### config.mk
export PLATFORM = sky130hd
export DESIGN_NAME = vsp_sync_pulse_gen
export DESIGN_NICKNAME = d
export VERILOG_FILES = /design/src/vsp_pkg.sv /design/src/vsp_sync_pulse_gen.sv /design/src/vsp_pin_sync.sv
export SDC_FILE = /design/constraint.sdc
export NUM_CORES = 1
export LEC_CHECK = 0
export BUFFER_PORTS_ARGS = -buffer_cell sky130_fd_sc_hd__buf_2
export CORE_AREA = 2 2 230 232
export CTS_CLUSTER_DIAMETER = 40
export DETAILED_ROUTE_END_ITERATION = 7
export DIE_AREA = 0 0 232 234
export GPL_TIMING_DRIVEN = 1
export PLACE_DENSITY = 0.42
export SKIP_LAST_GASP = 1
export SLEW_MARGIN = 0
export SYNTH_ARGS = -nofsm -noshare
export SYNTH_HDL_FRONTEND = slang
export SYNTH_SLANG_ARGS = --single-unit
### constraint.sdc
create_clock -name pclk -period 3.7 [get_ports pclk]
set_input_delay 0.185 -clock pclk [delete_from_list [all_inputs] [get_ports pclk]]
set_output_delay 0.185 -clock pclk [all_outputs]
set_load 0.02 [all_outputs]
### src/vsp_pkg.sv
// Constants, register map and enumerations for the video sync pulse generator
`default_nettype none
package vsp_pkg;
	// ****************************************
	// Register map (byte offsets)
	// ****************************************
	localparam logic [7:0] OFS_CTRL = 8'h00;
	localparam logic [7:0] OFS_LINE_LEN = 8'h04;
	localparam logic [7:0] OFS_BURST_POS = 8'h08;
	localparam logic [7:0] OFS_SAV_POS = 8'h0C;
	localparam logic [7:0] OFS_EAV_POS = 8'h10;
	localparam logic [7:0] OFS_GRAB_FL = 8'h14;
	localparam logic [7:0] OFS_GRAB_PIX = 8'h18;
	localparam logic [7:0] OFS_STATUS = 8'h1C;
	localparam logic [7:0] OFS_POSITION = 8'h20;
	// ****************************************
	// Control fields
	// ****************************************
	localparam int CTRL_SRC_LSB = 0;
	localparam int CTRL_STD_LSB = 2;
	localparam int CTRL_COMB3_BIT = 4;
	localparam int CTRL_SYNC_DIS_BIT = 5;
	localparam int CTRL_GRAB_ALL_BIT = 6;
	localparam int GRAB_FIELD_LSB = 16;
	localparam int POS_LINE_LSB = 16;
	localparam int POS_FIELD_LSB = 28;
	// ****************************************
	// Reset values
	// ****************************************
	localparam logic [6:0] RST_CTRL = 7'h00;
	localparam logic [11:0] RST_LINE_LEN = 12'h035A;
	localparam logic [11:0] RST_BURST_POS = 12'h0013;
	localparam logic [11:0] RST_SAV_POS = 12'h007A;
	localparam logic [11:0] RST_EAV_POS = 12'h0352;
	// ****************************************
	// Cycle counts
	// ****************************************
	localparam logic [11:0] BURST_GATE_CLKS = 12'h0010;
	localparam logic [11:0] DELAYED_HSYNC_OUT_CLKS = 12'h0040;
	localparam logic [11:0] AV_LEAD_CLKS = 12'h0004;
	localparam logic [11:0] VS_EDGE_MIN_CLKS = 12'h0002;
	// ****************************************
	// Last line numbers of an even field
	// ****************************************
	localparam logic [9:0] LAST_LINE_525 = 10'h105;
	localparam logic [9:0] LAST_LINE_625 = 10'h137;
	// ****************************************
	// Enumerations
	// ****************************************
	typedef enum logic [1:0] {
		VSP_SRC_EXT = 2'b00,
		VSP_SRC_TRS = 2'b01,
		VSP_SRC_SEP = 2'b10
	} vsp_src_e;
	typedef enum logic [1:0] {
		VSP_STD_NTSC = 2'b00,
		VSP_STD_PAL = 2'b01,
		VSP_STD_PALM = 2'b10
	} vsp_std_e;
endpackage
`default_nettype wire

### src/vsp_sync_pulse_gen.sv
// Sync pulse generator: counters, blanking strobes, grab strobes, delayed syncs, APB registers
`default_nettype none
module vsp_sync_pulse_gen #(
	parameter int PIX_W = 12,
	parameter int LINE_W = 10
) (
	// Clock, reset, enable
	input wire logic pclk,
	input wire logic presetn,
	input wire logic clk_en,
	// APB slave
	input wire logic psel,
	input wire logic penable,
	input wire logic pwrite,
	input wire logic [7:0] paddr,
	input wire logic [31:0] pwdata,
	output logic [31:0] prdata,
	output logic pready,
	output logic pslverr,
	// External sync pins
	input wire logic ext_vsync_n,
	input wire logic ext_hsync_n,
	// Decoded timing-reference words
	input wire logic trs_strobe,
	input wire logic trs_eav,
	input wire logic trs_field,
	// Internal sync separator
	input wire logic sep_hsync_n,
	input wire logic sep_vsync_n,
	// Timing strobes
	output logic burst_gate_strobe,
	output logic horiz_blank_n,
	output logic vert_blank_n,
	output logic burst_blank_n,
	output logic mixed_blank_n,
	output logic subcarrier_phase_clear,
	output logic field_flag,
	output logic [4:0] line_ident,
	output logic first_half_active,
	output logic second_half_active,
	output logic active_video_out,
	// Grab strobes
	output logic field_match_strobe,
	output logic line_match_strobe,
	output logic pixel_match_strobe,
	// Delayed syncs
	output logic delayed_vsync_out_n,
	output logic delayed_vsync_oe,
	output logic delayed_hsync_out_n,
	output logic delayed_hsync_oe
);
	import vsp_pkg::*;

	if (PIX_W != 12 || LINE_W != 10) begin : g_chk
		$error("vsp_sync_pulse_gen supports PIX_W 12 and LINE_W 10 only");
	end

	// ****************************************
	// Registers
	// ****************************************
	logic [6:0] ctrl_q;
	logic [11:0] line_len_q;
	logic [11:0] burst_pos_q;
	logic [11:0] sav_pos_q;
	logic [11:0] eav_pos_q;
	logic [9:0] grab_line_q;
	logic [2:0] grab_field_q;
	logic [11:0] grab_pix_q;
	logic [31:0] prdata_q;
	logic wr_en;
	logic addr_ok;
	vsp_src_e src;
	vsp_std_e std;
	logic comb3;

	assign src = vsp_src_e'(ctrl_q[CTRL_SRC_LSB +: 2]);
	assign std = vsp_std_e'(ctrl_q[CTRL_STD_LSB +: 2]);
	assign comb3 = ctrl_q[CTRL_COMB3_BIT];

	// Zero wait states; a frozen block holds the bus off rather than losing a write
	assign pready = clk_en;
	assign wr_en = psel & penable & pwrite & clk_en;
	assign addr_ok = (paddr == OFS_CTRL) || (paddr == OFS_LINE_LEN) || (paddr == OFS_BURST_POS) ||
		(paddr == OFS_SAV_POS) || (paddr == OFS_EAV_POS) || (paddr == OFS_GRAB_FL) ||
		(paddr == OFS_GRAB_PIX) || (paddr == OFS_STATUS) || (paddr == OFS_POSITION);
	assign pslverr = psel & penable & ~addr_ok;

	always_ff @(posedge pclk or negedge presetn) begin
		if (!presetn) begin
			ctrl_q <= RST_CTRL;
			line_len_q <= RST_LINE_LEN;
			burst_pos_q <= RST_BURST_POS;
			sav_pos_q <= RST_SAV_POS;
			eav_pos_q <= RST_EAV_POS;
			grab_line_q <= '0;
			grab_field_q <= '0;
			grab_pix_q <= '0;
		end else if (wr_en) begin
			case (paddr)
				OFS_CTRL: ctrl_q <= pwdata[6:0];
				OFS_LINE_LEN: line_len_q <= pwdata[11:0];
				OFS_BURST_POS: burst_pos_q <= pwdata[11:0];
				OFS_SAV_POS: sav_pos_q <= pwdata[11:0];
				OFS_EAV_POS: eav_pos_q <= pwdata[11:0];
				OFS_GRAB_FL: begin
					grab_line_q <= pwdata[9:0];
					grab_field_q <= pwdata[GRAB_FIELD_LSB +: 3];
				end
				OFS_GRAB_PIX: grab_pix_q <= pwdata[11:0];
				default: ;
			endcase
		end
	end

	// ****************************************
	// Reference selection
	// ****************************************
	logic ext_h_lvl;
	logic ext_h_fall;
	logic ext_v_lvl;
	logic ext_v_fall;
	logic sep_h_d1_q;
	logic sep_v_d1_q;
	logic trs_field_q;
	logic href;
	logic vref;
	logic vref_odd;
	logic [11:0] pixel_q;
	logic [9:0] line_q;
	logic [2:0] field_q;

	vsp_pin_sync u_hsync (
		.pclk(pclk),
		.presetn(presetn),
		.clk_en(clk_en),
		.pin_n(ext_hsync_n),
		.level(ext_h_lvl),
		.fall(ext_h_fall)
	);

	vsp_pin_sync u_vsync (
		.pclk(pclk),
		.presetn(presetn),
		.clk_en(clk_en),
		.pin_n(ext_vsync_n),
		.level(ext_v_lvl),
		.fall(ext_v_fall)
	);

	// Separator and timing-word inputs share this clock, so only edge history is kept
	always_ff @(posedge pclk or negedge presetn) begin
		if (!presetn) begin
			sep_h_d1_q <= 1'b1;
			sep_v_d1_q <= 1'b1;
			trs_field_q <= 1'b0;
		end else if (clk_en) begin
			sep_h_d1_q <= sep_hsync_n;
			sep_v_d1_q <= sep_vsync_n;
			if (trs_strobe && trs_eav) begin
				trs_field_q <= trs_field;
			end
		end
	end

	always_comb begin
		href = 1'b0;
		vref = 1'b0;
		vref_odd = 1'b0;
		case (src)
			VSP_SRC_EXT: begin
				href = ext_h_fall;
				vref = ext_v_fall;
				vref_odd = ext_v_fall & ~ext_h_fall & (pixel_q >= VS_EDGE_MIN_CLKS);
			end
			VSP_SRC_TRS: begin
				href = trs_strobe & trs_eav;
				vref = href & (trs_field != trs_field_q);
				vref_odd = trs_field;
			end
			VSP_SRC_SEP: begin
				href = sep_h_d1_q & ~sep_hsync_n;
				vref = sep_v_d1_q & ~sep_vsync_n;
				vref_odd = vref & ~href & (pixel_q >= VS_EDGE_MIN_CLKS);
			end
			default: ;
		endcase
	end

	// ****************************************
	// Pixel, line and field counters
	// ****************************************
	logic vpend_q;
	logic vodd_q;
	logic line_end;
	logic [9:0] last_line;
	logic [9:0] first_line;
	logic [2:0] field_mask;
	logic [2:0] field_inc;

	assign last_line = ((std == VSP_STD_PAL) ? LAST_LINE_625 : LAST_LINE_525) + {9'h000, field_q[0]};
	assign field_mask = (std == VSP_STD_PAL) ? 3'h7 : 3'h3;
	assign field_inc = (field_q + 3'h1) & field_mask;
	assign first_line = comb3 ? 10'h001 : 10'h000;
	// Flywheel keeps counting when a reference goes missing
	assign line_end = href || (pixel_q >= line_len_q - 12'h001);

	always_ff @(posedge pclk or negedge presetn) begin
		if (!presetn) begin
			vpend_q <= 1'b0;
			vodd_q <= 1'b0;
		end else if (clk_en) begin
			// A reference on a line end is taken at once, not again one line later
			if (vref && !line_end) begin
				vpend_q <= 1'b1;
				vodd_q <= vref_odd;
			end else if (line_end) begin
				vpend_q <= 1'b0;
			end
		end
	end

	always_ff @(posedge pclk or negedge presetn) begin
		if (!presetn) begin
			pixel_q <= '0;
			line_q <= '0;
			field_q <= '0;
		end else if (clk_en) begin
			if (line_end) begin
				pixel_q <= '0;
				if (vpend_q || vref) begin
					line_q <= first_line;
					field_q <= {field_inc[2:1], (vref ? vref_odd : vodd_q)} & field_mask;
				end else if (line_q >= last_line) begin
					line_q <= '0;
					field_q <= field_inc;
				end else begin
					line_q <= line_q + 10'h001;
				end
			end else begin
				pixel_q <= pixel_q + 12'h001;
			end
		end
	end

	// ****************************************
	// Line decode tables
	// ****************************************
	// line ident
	function automatic logic [4:0] ident_of(input logic [9:0] ln);
		logic [4:0] id;
		id = 5'h17;
		if (ln == 10'd0) id = 5'h00;
		else if (ln <= 10'd4) id = 5'h01;
		else if (ln <= 10'd8) id = 5'(ln - 10'd3);
		else if (ln <= 10'd16) id = 5'h06;
		else if (ln <= 10'd18) id = 5'(ln - 10'd10);
		else if (ln <= 10'd21) id = 5'h09;
		else if (ln <= 10'd24) id = 5'(ln - 10'd12);
		else if (ln <= 10'd257) id = 5'h0D;
		else if (ln <= 10'd259) id = 5'(ln - 10'd244);
		else if (ln <= 10'd261) id = 5'h10;
		else if (ln == 10'd262) id = 5'h11;
		else if (ln <= 10'd307) id = 5'h12;
		else if (ln <= 10'd312) id = 5'(ln - 10'd289);
		return id;
	endfunction

	// Returns 1 on blanked lines
	function automatic logic vblank_of(input vsp_std_e sd, input logic odd, input logic [9:0] ln);
		logic b;
		b = 1'b0;
		if (sd == VSP_STD_PAL) begin
			b = odd ? (ln <= 10'd22 || ln == 10'd311 || ln == 10'd312) : (ln <= 10'd21 || ln == 10'd310 || ln == 10'd311);
		end else if (sd == VSP_STD_PALM && odd) begin
			b = ln <= 10'd6 || ln == 10'd260 || ln == 10'd262;
		end else begin
			b = odd ? (ln <= 10'd6 || (ln >= 10'd260 && ln <= 10'd262)) : (ln <= 10'd5 || ln == 10'd260 || ln == 10'd261);
		end
		return b;
	endfunction

	function automatic logic bblank_of(input vsp_std_e sd, input logic [2:0] fd, input logic [9:0] ln);
		logic b;
		b = 1'b0;
		case (sd)
			VSP_STD_PAL: begin
				case (fd[1:0])
					2'd0: b = ln <= 10'd5 || (ln >= 10'd309 && ln <= 10'd311);
					2'd1: b = ln <= 10'd5 || (ln >= 10'd309 && ln <= 10'd312);
					2'd2: b = ln <= 10'd4 || ln == 10'd310 || ln == 10'd311;
					default: b = ln <= 10'd6 || (ln >= 10'd310 && ln <= 10'd312);
				endcase
			end
			VSP_STD_PALM: begin
				case (fd[1:0])
					2'd0: b = ln <= 10'd7 || (ln >= 10'd259 && ln <= 10'd261);
					2'd1: b = ln <= 10'd7 || (ln >= 10'd259 && ln <= 10'd262);
					2'd2: b = ln <= 10'd6 || ln == 10'd258 || ln == 10'd261;
					default: b = ln <= 10'd6 || (ln >= 10'd260 && ln <= 10'd262);
				endcase
			end
			default: begin
				b = fd[0] ? (ln <= 10'd6 || (ln >= 10'd260 && ln <= 10'd262))
					: (ln <= 10'd5 || (ln >= 10'd259 && ln <= 10'd261));
			end
		endcase
		return b;
	endfunction

	// ****************************************
	// Strobe decode
	// ****************************************
	logic in_active;
	logic in_av;
	logic vblank;
	logic mid_extra;
	logic [12:0] mid_pos;
	logic [12:0] av_end;
	logic [11:0] dvs_line;
	logic [6:0] dhs_cnt_q;

	assign in_active = (pixel_q >= sav_pos_q) && (pixel_q <= eav_pos_q);
	assign mid_pos = ({1'b0, sav_pos_q} + {1'b0, eav_pos_q}) >> 1;
	// widened span, clipped at line start
	assign av_end = {1'b0, eav_pos_q} + {1'b0, AV_LEAD_CLKS};
	assign in_av = ({1'b0, pixel_q} + {1'b0, AV_LEAD_CLKS} >= {1'b0, sav_pos_q}) && ({1'b0, pixel_q} <= av_end);
	assign vblank = vblank_of(std, field_q[0], line_q);
	assign mid_extra = (std == VSP_STD_PAL)
		? (line_q == 10'd310 && in_active && {1'b0, pixel_q} < mid_pos && field_q[0])
		: (line_q == 10'd259 && in_active && {1'b0, pixel_q} >= mid_pos && !field_q[0]);
	// the sync line trails the internal numbering by the comb delay
	assign dvs_line = {2'b00, first_line};

	always_ff @(posedge pclk or negedge presetn) begin
		if (!presetn) begin
			burst_gate_strobe <= 1'b0;
			horiz_blank_n <= 1'b1;
			vert_blank_n <= 1'b1;
			burst_blank_n <= 1'b1;
			mixed_blank_n <= 1'b1;
			subcarrier_phase_clear <= 1'b0;
			field_flag <= 1'b0;
			line_ident <= 5'h00;
			first_half_active <= 1'b0;
			second_half_active <= 1'b0;
			active_video_out <= 1'b0;
		end else if (clk_en) begin
			burst_gate_strobe <= (pixel_q >= burst_pos_q) && (pixel_q < burst_pos_q + BURST_GATE_CLKS);
			horiz_blank_n <= ~in_active;
			vert_blank_n <= ~vblank;
			burst_blank_n <= ~bblank_of(std, field_q, line_q);
			mixed_blank_n <= ~in_active & ~vblank & ~mid_extra;
			// phase offset cleared while horizontal blank low
			subcarrier_phase_clear <= in_active;
			field_flag <= field_q[0];
			line_ident <= ident_of(line_q);
			first_half_active <= in_active && !vblank && {1'b0, pixel_q} < mid_pos;
			second_half_active <= in_active && !vblank && {1'b0, pixel_q} >= mid_pos;
			active_video_out <= in_av;
		end
	end

	// ****************************************
	// Grab strobes and delayed syncs
	// ****************************************
	always_ff @(posedge pclk or negedge presetn) begin
		if (!presetn) begin
			field_match_strobe <= 1'b0;
			line_match_strobe <= 1'b0;
			pixel_match_strobe <= 1'b0;
			delayed_vsync_out_n <= 1'b1;
			delayed_hsync_out_n <= 1'b1;
			dhs_cnt_q <= 7'(DELAYED_HSYNC_OUT_CLKS);
		end else if (clk_en) begin
			// field and line matches, forced high for every-line grab_trigger
			field_match_strobe <= ctrl_q[CTRL_GRAB_ALL_BIT] || (field_q == grab_field_q);
			line_match_strobe <= ctrl_q[CTRL_GRAB_ALL_BIT] || (line_q == grab_line_q);
			pixel_match_strobe <= pixel_q == grab_pix_q;
			delayed_vsync_out_n <= ~({2'b00, line_q} == dvs_line);
			delayed_hsync_out_n <= (dhs_cnt_q == 7'h00);
			// A reference inside a running pulse does not stretch it; that line's pulse is dropped
			if (line_end && dhs_cnt_q == 7'h00) begin
				dhs_cnt_q <= 7'(DELAYED_HSYNC_OUT_CLKS);
			end else if (dhs_cnt_q != 7'h00) begin
				dhs_cnt_q <= dhs_cnt_q - 7'h01;
			end
		end
	end

	// drive only while disable bit low
	assign delayed_vsync_oe = ~ctrl_q[CTRL_SYNC_DIS_BIT];
	assign delayed_hsync_oe = ~ctrl_q[CTRL_SYNC_DIS_BIT];

	// ****************************************
	// Read data, captured in the setup cycle
	// ****************************************
	always_ff @(posedge pclk or negedge presetn) begin
		if (!presetn) begin
			prdata_q <= 32'h0000_0000;
		end else if (clk_en && psel && !penable) begin
			prdata_q <= 32'h0000_0000;
			case (paddr)
				OFS_CTRL: prdata_q[6:0] <= ctrl_q;
				OFS_LINE_LEN: prdata_q[11:0] <= line_len_q;
				OFS_BURST_POS: prdata_q[11:0] <= burst_pos_q;
				OFS_SAV_POS: prdata_q[11:0] <= sav_pos_q;
				OFS_EAV_POS: prdata_q[11:0] <= eav_pos_q;
				OFS_GRAB_FL: prdata_q <= {13'h0000, grab_field_q, 6'h00, grab_line_q};
				OFS_GRAB_PIX: prdata_q[11:0] <= grab_pix_q;
				OFS_STATUS: prdata_q <= {19'h0_0000, ext_v_lvl, ext_h_lvl, line_ident, field_flag,
					vert_blank_n, horiz_blank_n, field_match_strobe, line_match_strobe, pixel_match_strobe};
				OFS_POSITION: begin
					prdata_q[11:0] <= pixel_q;
					prdata_q[POS_LINE_LSB +: 10] <= line_q;
					prdata_q[POS_FIELD_LSB +: 3] <= field_q;
				end
				default: ;
			endcase
		end
	end

	assign prdata = prdata_q;
endmodule // vsp_sync_pulse_gen
`default_nettype wire

### src/vsp_pin_sync.sv
// Three-stage pin synchroniser with falling-edge event
`default_nettype none
module vsp_pin_sync (
	// Clock and reset
	input wire logic pclk,
	input wire logic presetn,
	input wire logic clk_en,
	// Pin and result
	input wire logic pin_n,
	output logic level,
	output logic fall
);
	logic s1_q;
	logic s2_q;
	logic s3_q;
	logic level_q;

	// First stage feeds only the second; a change counts once stages two and three agree
	always_ff @(posedge pclk or negedge presetn) begin
		if (!presetn) begin
			s1_q <= 1'b1;
			s2_q <= 1'b1;
			s3_q <= 1'b1;
			level_q <= 1'b1;
		end else if (clk_en) begin
			s1_q <= pin_n;
			s2_q <= s1_q;
			s3_q <= s2_q;
			if (s2_q == s3_q) begin
				level_q <= s3_q;
			end
		end
	end

	assign level = level_q;
	assign fall = level_q & (s2_q == s3_q) & ~s3_q;
endmodule // vsp_pin_sync
`default_nettype wire

# After elaboration in Yosys (flattened, before gate mapping)
# Index checks and enable logic that the tools add are counted.
# W data, S select, Z words.
[totals] wordCells=278 regBits=174 in_bits=53 out_inout_bits=56
[classes] order_cmp=32 n_reduce_logical=83 mux=44 n_bitwise=33 n_eq_ne=29 n_addsub=15
[ops] operator="$eq A10 B9 Y1 const B" n=8
[ops] operator="$le A10 B9 Y1 const B" n=7
[ops] operator="$mux W5" n=13
[ops] operator="$pmux W7 S9" n=1
[ops] operator="$le A10 B5 Y1 const B" n=5
[ops] operator="$ge A12 B12 Y1" n=4
[ops] operator="$ge A10 B9 Y1 const B" n=4
[ops] operator="$le A10 B3 Y1 const B" n=4
[ops] operator="$pmux W5 S8" n=1
[ops] operator="$eq A8 B5 Y1 const B" n=4
[ops] operator="$logic_or A1 B1 Y1" n=31
[ops] operator="$reduce_and A2 Y1" n=14
[ops] operator="$add A12 B3 Y13 const B" n=2
[ops] operator="$logic_and A1 B1 Y1" n=24
[ops] operator="$lt A12 B12 Y1" n=2
[ops] operator="$mux W10" n=2
[ops] operator="$pmux W10 S2" n=1
[ops] operator="$and A1 B1 Y1" n=18
[ops] operator="$eq A8 B4 Y1 const B" n=2
[ops] operator="$pmux W1 S3" n=5
[ops] operator="$mux W7" n=2
[ops] operator="$add A12 B12 Y13" n=1
[ops] operator="$ge A13 B12 Y1" n=1
[ops] operator="$le A12 B13 Y1" n=1
[ops] operator="40 further kinds" n=79

# Depth between registers and ports, before layout
[depth] ltp_word=14 mapped_depth=16 mapped_depth_nobuf=16

# Modules after synthesis
# Synthesis repeated with hierarchy kept, for this count alone.
[unflattened] hier_cells=1328 area_unflattened_um2=12532.0
[modules_own_cells] module="vsp_sync_pulse_gen" cells_each=1306 instances=1 area_each_um2=12194.2
[modules_own_cells] module="vsp_pin_sync" cells_each=11 instances=2 area_each_um2=168.9

# Least setup slack after synthesis
# No wires, ideal clock.
[synth_path] kind="register to register" start="register eav_pos_q[6]" end="register second_half_active" path_stages_with_launch=15 required_time_ns=3.622 setup_slack_ns=0.642 arrival_ns=2.980 path_buffers=0 path_cell_list="dfstp_2 ha_1 and2_1 a22o_1 a31oi_1 nand2_1 a31o_2 a21oi_1 xor2_1 ha_1 nand4_1 or2_2 o211ai_1 o21ai_0 o2bb2ai_1"
[synth_between] elab_chain_len=4
[synth_lines] item="from (decl)" line_no="vsp_sync_pulse_gen.sv:65" text="logic [11:0] eav_pos_q;"
[synth_lines] item="from (signal assigned)" line_no="vsp_sync_pulse_gen.sv:104" text="OFS_EAV_POS: eav_pos_q <= pwdata[11:0];"
[synth_lines] item="branches (longest 3 deep; another with $add A12 B12 Y13)"
[synth_lines] item="$logic_and A1 B1 Y1 (*)" line_no="vsp_sync_pulse_gen.sv:358" text="second_half_active <= in_active && !vblank && {1'b0, pixel_q} >= mid_pos;"
[synth_lines] item="to (signal assigned)" line_no="vsp_sync_pulse_gen.sv:358"
[synth_lines] item="to (decl)" line_no="vsp_sync_pulse_gen.sv:40" text="output logic second_half_active,"
# Every way passes the cells marked *.
# A chain may end at the register's enable or synchronous reset.

# Worst setup path after layout
[layout_path] start="register eav_pos_q[1]" end="register second_half_active"
# The elaborated chain is that of the path after synthesis.

==> out/metrics.csv <==
stage,metric,value,unit
route,wire_per_inst,22.09,um
synthesis,synth_top_family_by_area,compound AO/OA/AOI/OAI gates,
worst_setup_path,cp-end-kind,flip-flop,
cells_and_area,fillCellCount,5541,
cts,h-tree-depth,4,
worst_setup_path,crit_path_max_fanout,4,
synthesis,synth_fa_ha_area_share,13.53,%
synthesis,netlist_area,0.01282,mm^2
cells_and_area,synthToLayoutAreaGrowth,15.78,%
floorplan,start_util,24.64,%
route,drt_iter0_markers,827,
place,portBuffers,85,
cts,clk_pin_slew,70,ps
worst_setup_path,reg2reg_slack,340,ps
global_route,antenna_found_initial,4,
floorplan,die_h,234,um
route,drtAntennaViolNets,0,
timing,fin_crit_sh,90.71,%
cells_and_area,layout_commonest_cell,nand2_1,
global_route,overflow,0,
timing,rsz0062_at_grt,false,
global_route,grt_pass1_wl,72.90,mm
place,hpwl,36.77,mm
place,gp_congestion,0.8923,
synthesis,synth-edff-count,0,
floorplan,coreArea,0.05202,mm^2
synthesis,synthMuxAreaShare,6.725,%
cells_and_area,fin_nets,1695,
global_route,grt_pass1_vias,11100,
cells_and_area,diodes,0,
route,routed_wl,48.72,mm
synthesis,synth_flop_cell,dfrtp_1,
route,wl_met3,2.694,mm
worst_setup_path,crit_buf_inv,0,
timing,setup_viol,0,
worst_setup_path,cp_slowest_cell,dfstp_2,
hold_path,hold_path.class,in -> reg,
run,maxCapViolCount,0,
timing,setup_tns,0,ps
synthesis,synth_compound_area_share,19.35,%
cts,cts_setup_buffers,0,
power,powerDensity,440.4,mW/mm^2
cts,clockBufferDepth,2,
cts,cts.sinks,171,
worst_setup_path,crit_type,reg -> reg,
synthesis,synthesis.instances,1413,
worst_setup_path,crit_arrival,3740,ps
cts,cts_root_buf,clkbuf_16,
timing,tightest_slew,873.8,ps
synthesis,seq_area_frac_synth,33.73,%
worst_setup_path,critPathLaunchType,flip-flop,
floorplan,dieArea,0.05429,mm^2
synthesis,synthArstFlopShare,100.0,%
synthesis,yosys.area_share.simple,16.11,%
global_route,track_usage,18.22,%
cts,clk_latency,460,ps
route,highest_layer,met5,
power,vdd.ir_drop.worst,0.3185,mV
timing,skew,12.39,ps
route,vias,11150,
timing,timing.fmax,298.0,MHz
route,drc_errors,0,
cts,cts_tree,yes,
route,wl_met1,23.34,mm
floorplan,die_x,232,um
cells_and_area,layout-drive-gt1-share,20.24,%
run_status,outcome,"complete, no violations",
synthesis,yosys_warnings,0,
route,routed-wl-met2,21.27,mm
timing,slew_violations,0,
floorplan,rows,84,
worst_setup_path,max_stage_delay,590,ps
cts,cts_buffers,17,
worst_setup_path,path_cells,"ha_1, a31oi_1, o21ai_0, a31oi_1, nand2_1, a31o_2, a21oi_1, xor2_1, ha_1, nand4_1, or2_2, o211ai_1, o21ai_0, o2bb2ai_1",
synthesis,synth_seq_cells,171,
route,dr.pass1.iters,5,
place,place_inst,2165,
timing,hold_viol_final,0,
power,p_leak,6.722,nW
worst_setup_path,critical-path-top-delay-family,compound AO/OA/AOI/OAI gates,
synthesis,ys_types,88,
synthesis,synthXorXnorAreaFrac,5.466,%
worst_setup_path,cp_data_required_time,4090,ps
global_route,grt_max_degree,80,
timing,max_slew_margin,41.74,%
synthesis,syn_area_per_cell,9.073,um^2
route,via_per_inst,5.055,
cells_and_area,final_cell_mix,"nand2_1, ha_1, dfrtp_1",
timing,finalCriticalPeriod,3356,ps
floorplan,ios,109,
cells_and_area,final_cells,2205,
==> logic make-up (layout without fill, tap and decap cells) <==
family | after synthesis | count (layout)
compound gates | 378 | 378
xor+xnor | 80 | 80
fa+ha+maj | 138 | 138
buf+inv | 155 | 254
flops | 171 | 171
mux | 77 | 77
other cells | 1 | 6
simple gates | 413 | 413
==> synthesized netlist by cell type, drive strengths merged, types with 43 or more instances <==
cell,number,area [um^2]
mux2,73,822.0
xnor2,54,473.0
inv,76,285.3
nand3,44,220.2
a21oi,77,385.4
nand2,147,559.3
dfrtp,135,3378
o21ai,123,619.4
clkbuf,43,162.7
nor2,77,304.0
ha,137,1714
==> power breakdown <==
group	internal [W]	switching, W	leakage (nW)
Clock	0.000947	0.000863	0.273
Sequential	0.00210	0.000270	2.16
Combinational	0.000846	0.00152	4.28
==> flip-flops by register name, indices dropped and copies added, names as in the netlist, 12 cells and up <==
signal,flops
prdata,26
burst_pos_q,12
eav_pos_q,12
grab_pix_q,12
line_len_q,12
pixel_q,12
sav_pos_q,12
==> repair_timing <==
action,4_1_cts,5_1_grt
hold buffers,8,0
endpoints found under the hold margin,66,0
setup endpoints to repair,0,3
resized for setup,0,1
==> path summary, 6_finish.rpt <==
| check | start | to | cells past startpoint |
|---|---|---|---|
| worst max-delay path | eav_pos_q[1] | second_half_active | 14 |
| min in group asynchronous | presetn | trs_field_q | 2 |
| worst min-delay path | trs_field | trs_field_q | 2 |
| worst max register to register | eav_pos_q[1] | second_half_active | 14 |
| worst min register to register | prdata[16] | prdata[16] | 2 |
| max in group asynchronous | presetn | sav_pos_q[6] | 3 |
==> final cells by class <==
| type | count | area (um^2) | area share (%) |
|---|---|---|---|
| clock buffer | 22 | 485.5 | 3.271 |
| inverter | 76 | 285.3 | 1.922 |
| sequential | 171 | 4324 | 29.13 |
| clock inverter | 10 | 81.33 | 0.5479 |
| timing repair buffer | 146 | 924.6 | 6.229 |
| multi-input combinational | 1092 | 7881 | 53.10 |
| tap | 688 | 860.8 | 5.800 |
==> routing by layer <==
metal	global-route usage (%)	vias up
met3	4.037	71
li1	-	5292
met1	25.21	5493
met5	0	-
met2	27.80	283
met4	6.470	8
==> metrics by stage <==
stage / power, W / util [%] / setup slack [ps] / hold WS, ps / area (um^2)
3_3_place_gp: 0.004742 / 27.28 / 332.9 / 305.8 / 14190
2_1_floorplan: 0.003766 / - / 641.8 / -110.6 / 12840
3_5_place_dp: 0.004744 / 27.28 / 357.7 / 299.4 / 14190
5_1_grt: 0.006959 / 28.53 / 28.50 / 38.07 / 14840
4_1_cts: 0.006595 / 28.52 / 319.1 / 35.78 / 14840
6_report: 0.006537 / 28.53 / 343.8 / 40.50 / 14840
Note: power is estimated with default switching activity, not from simulation.
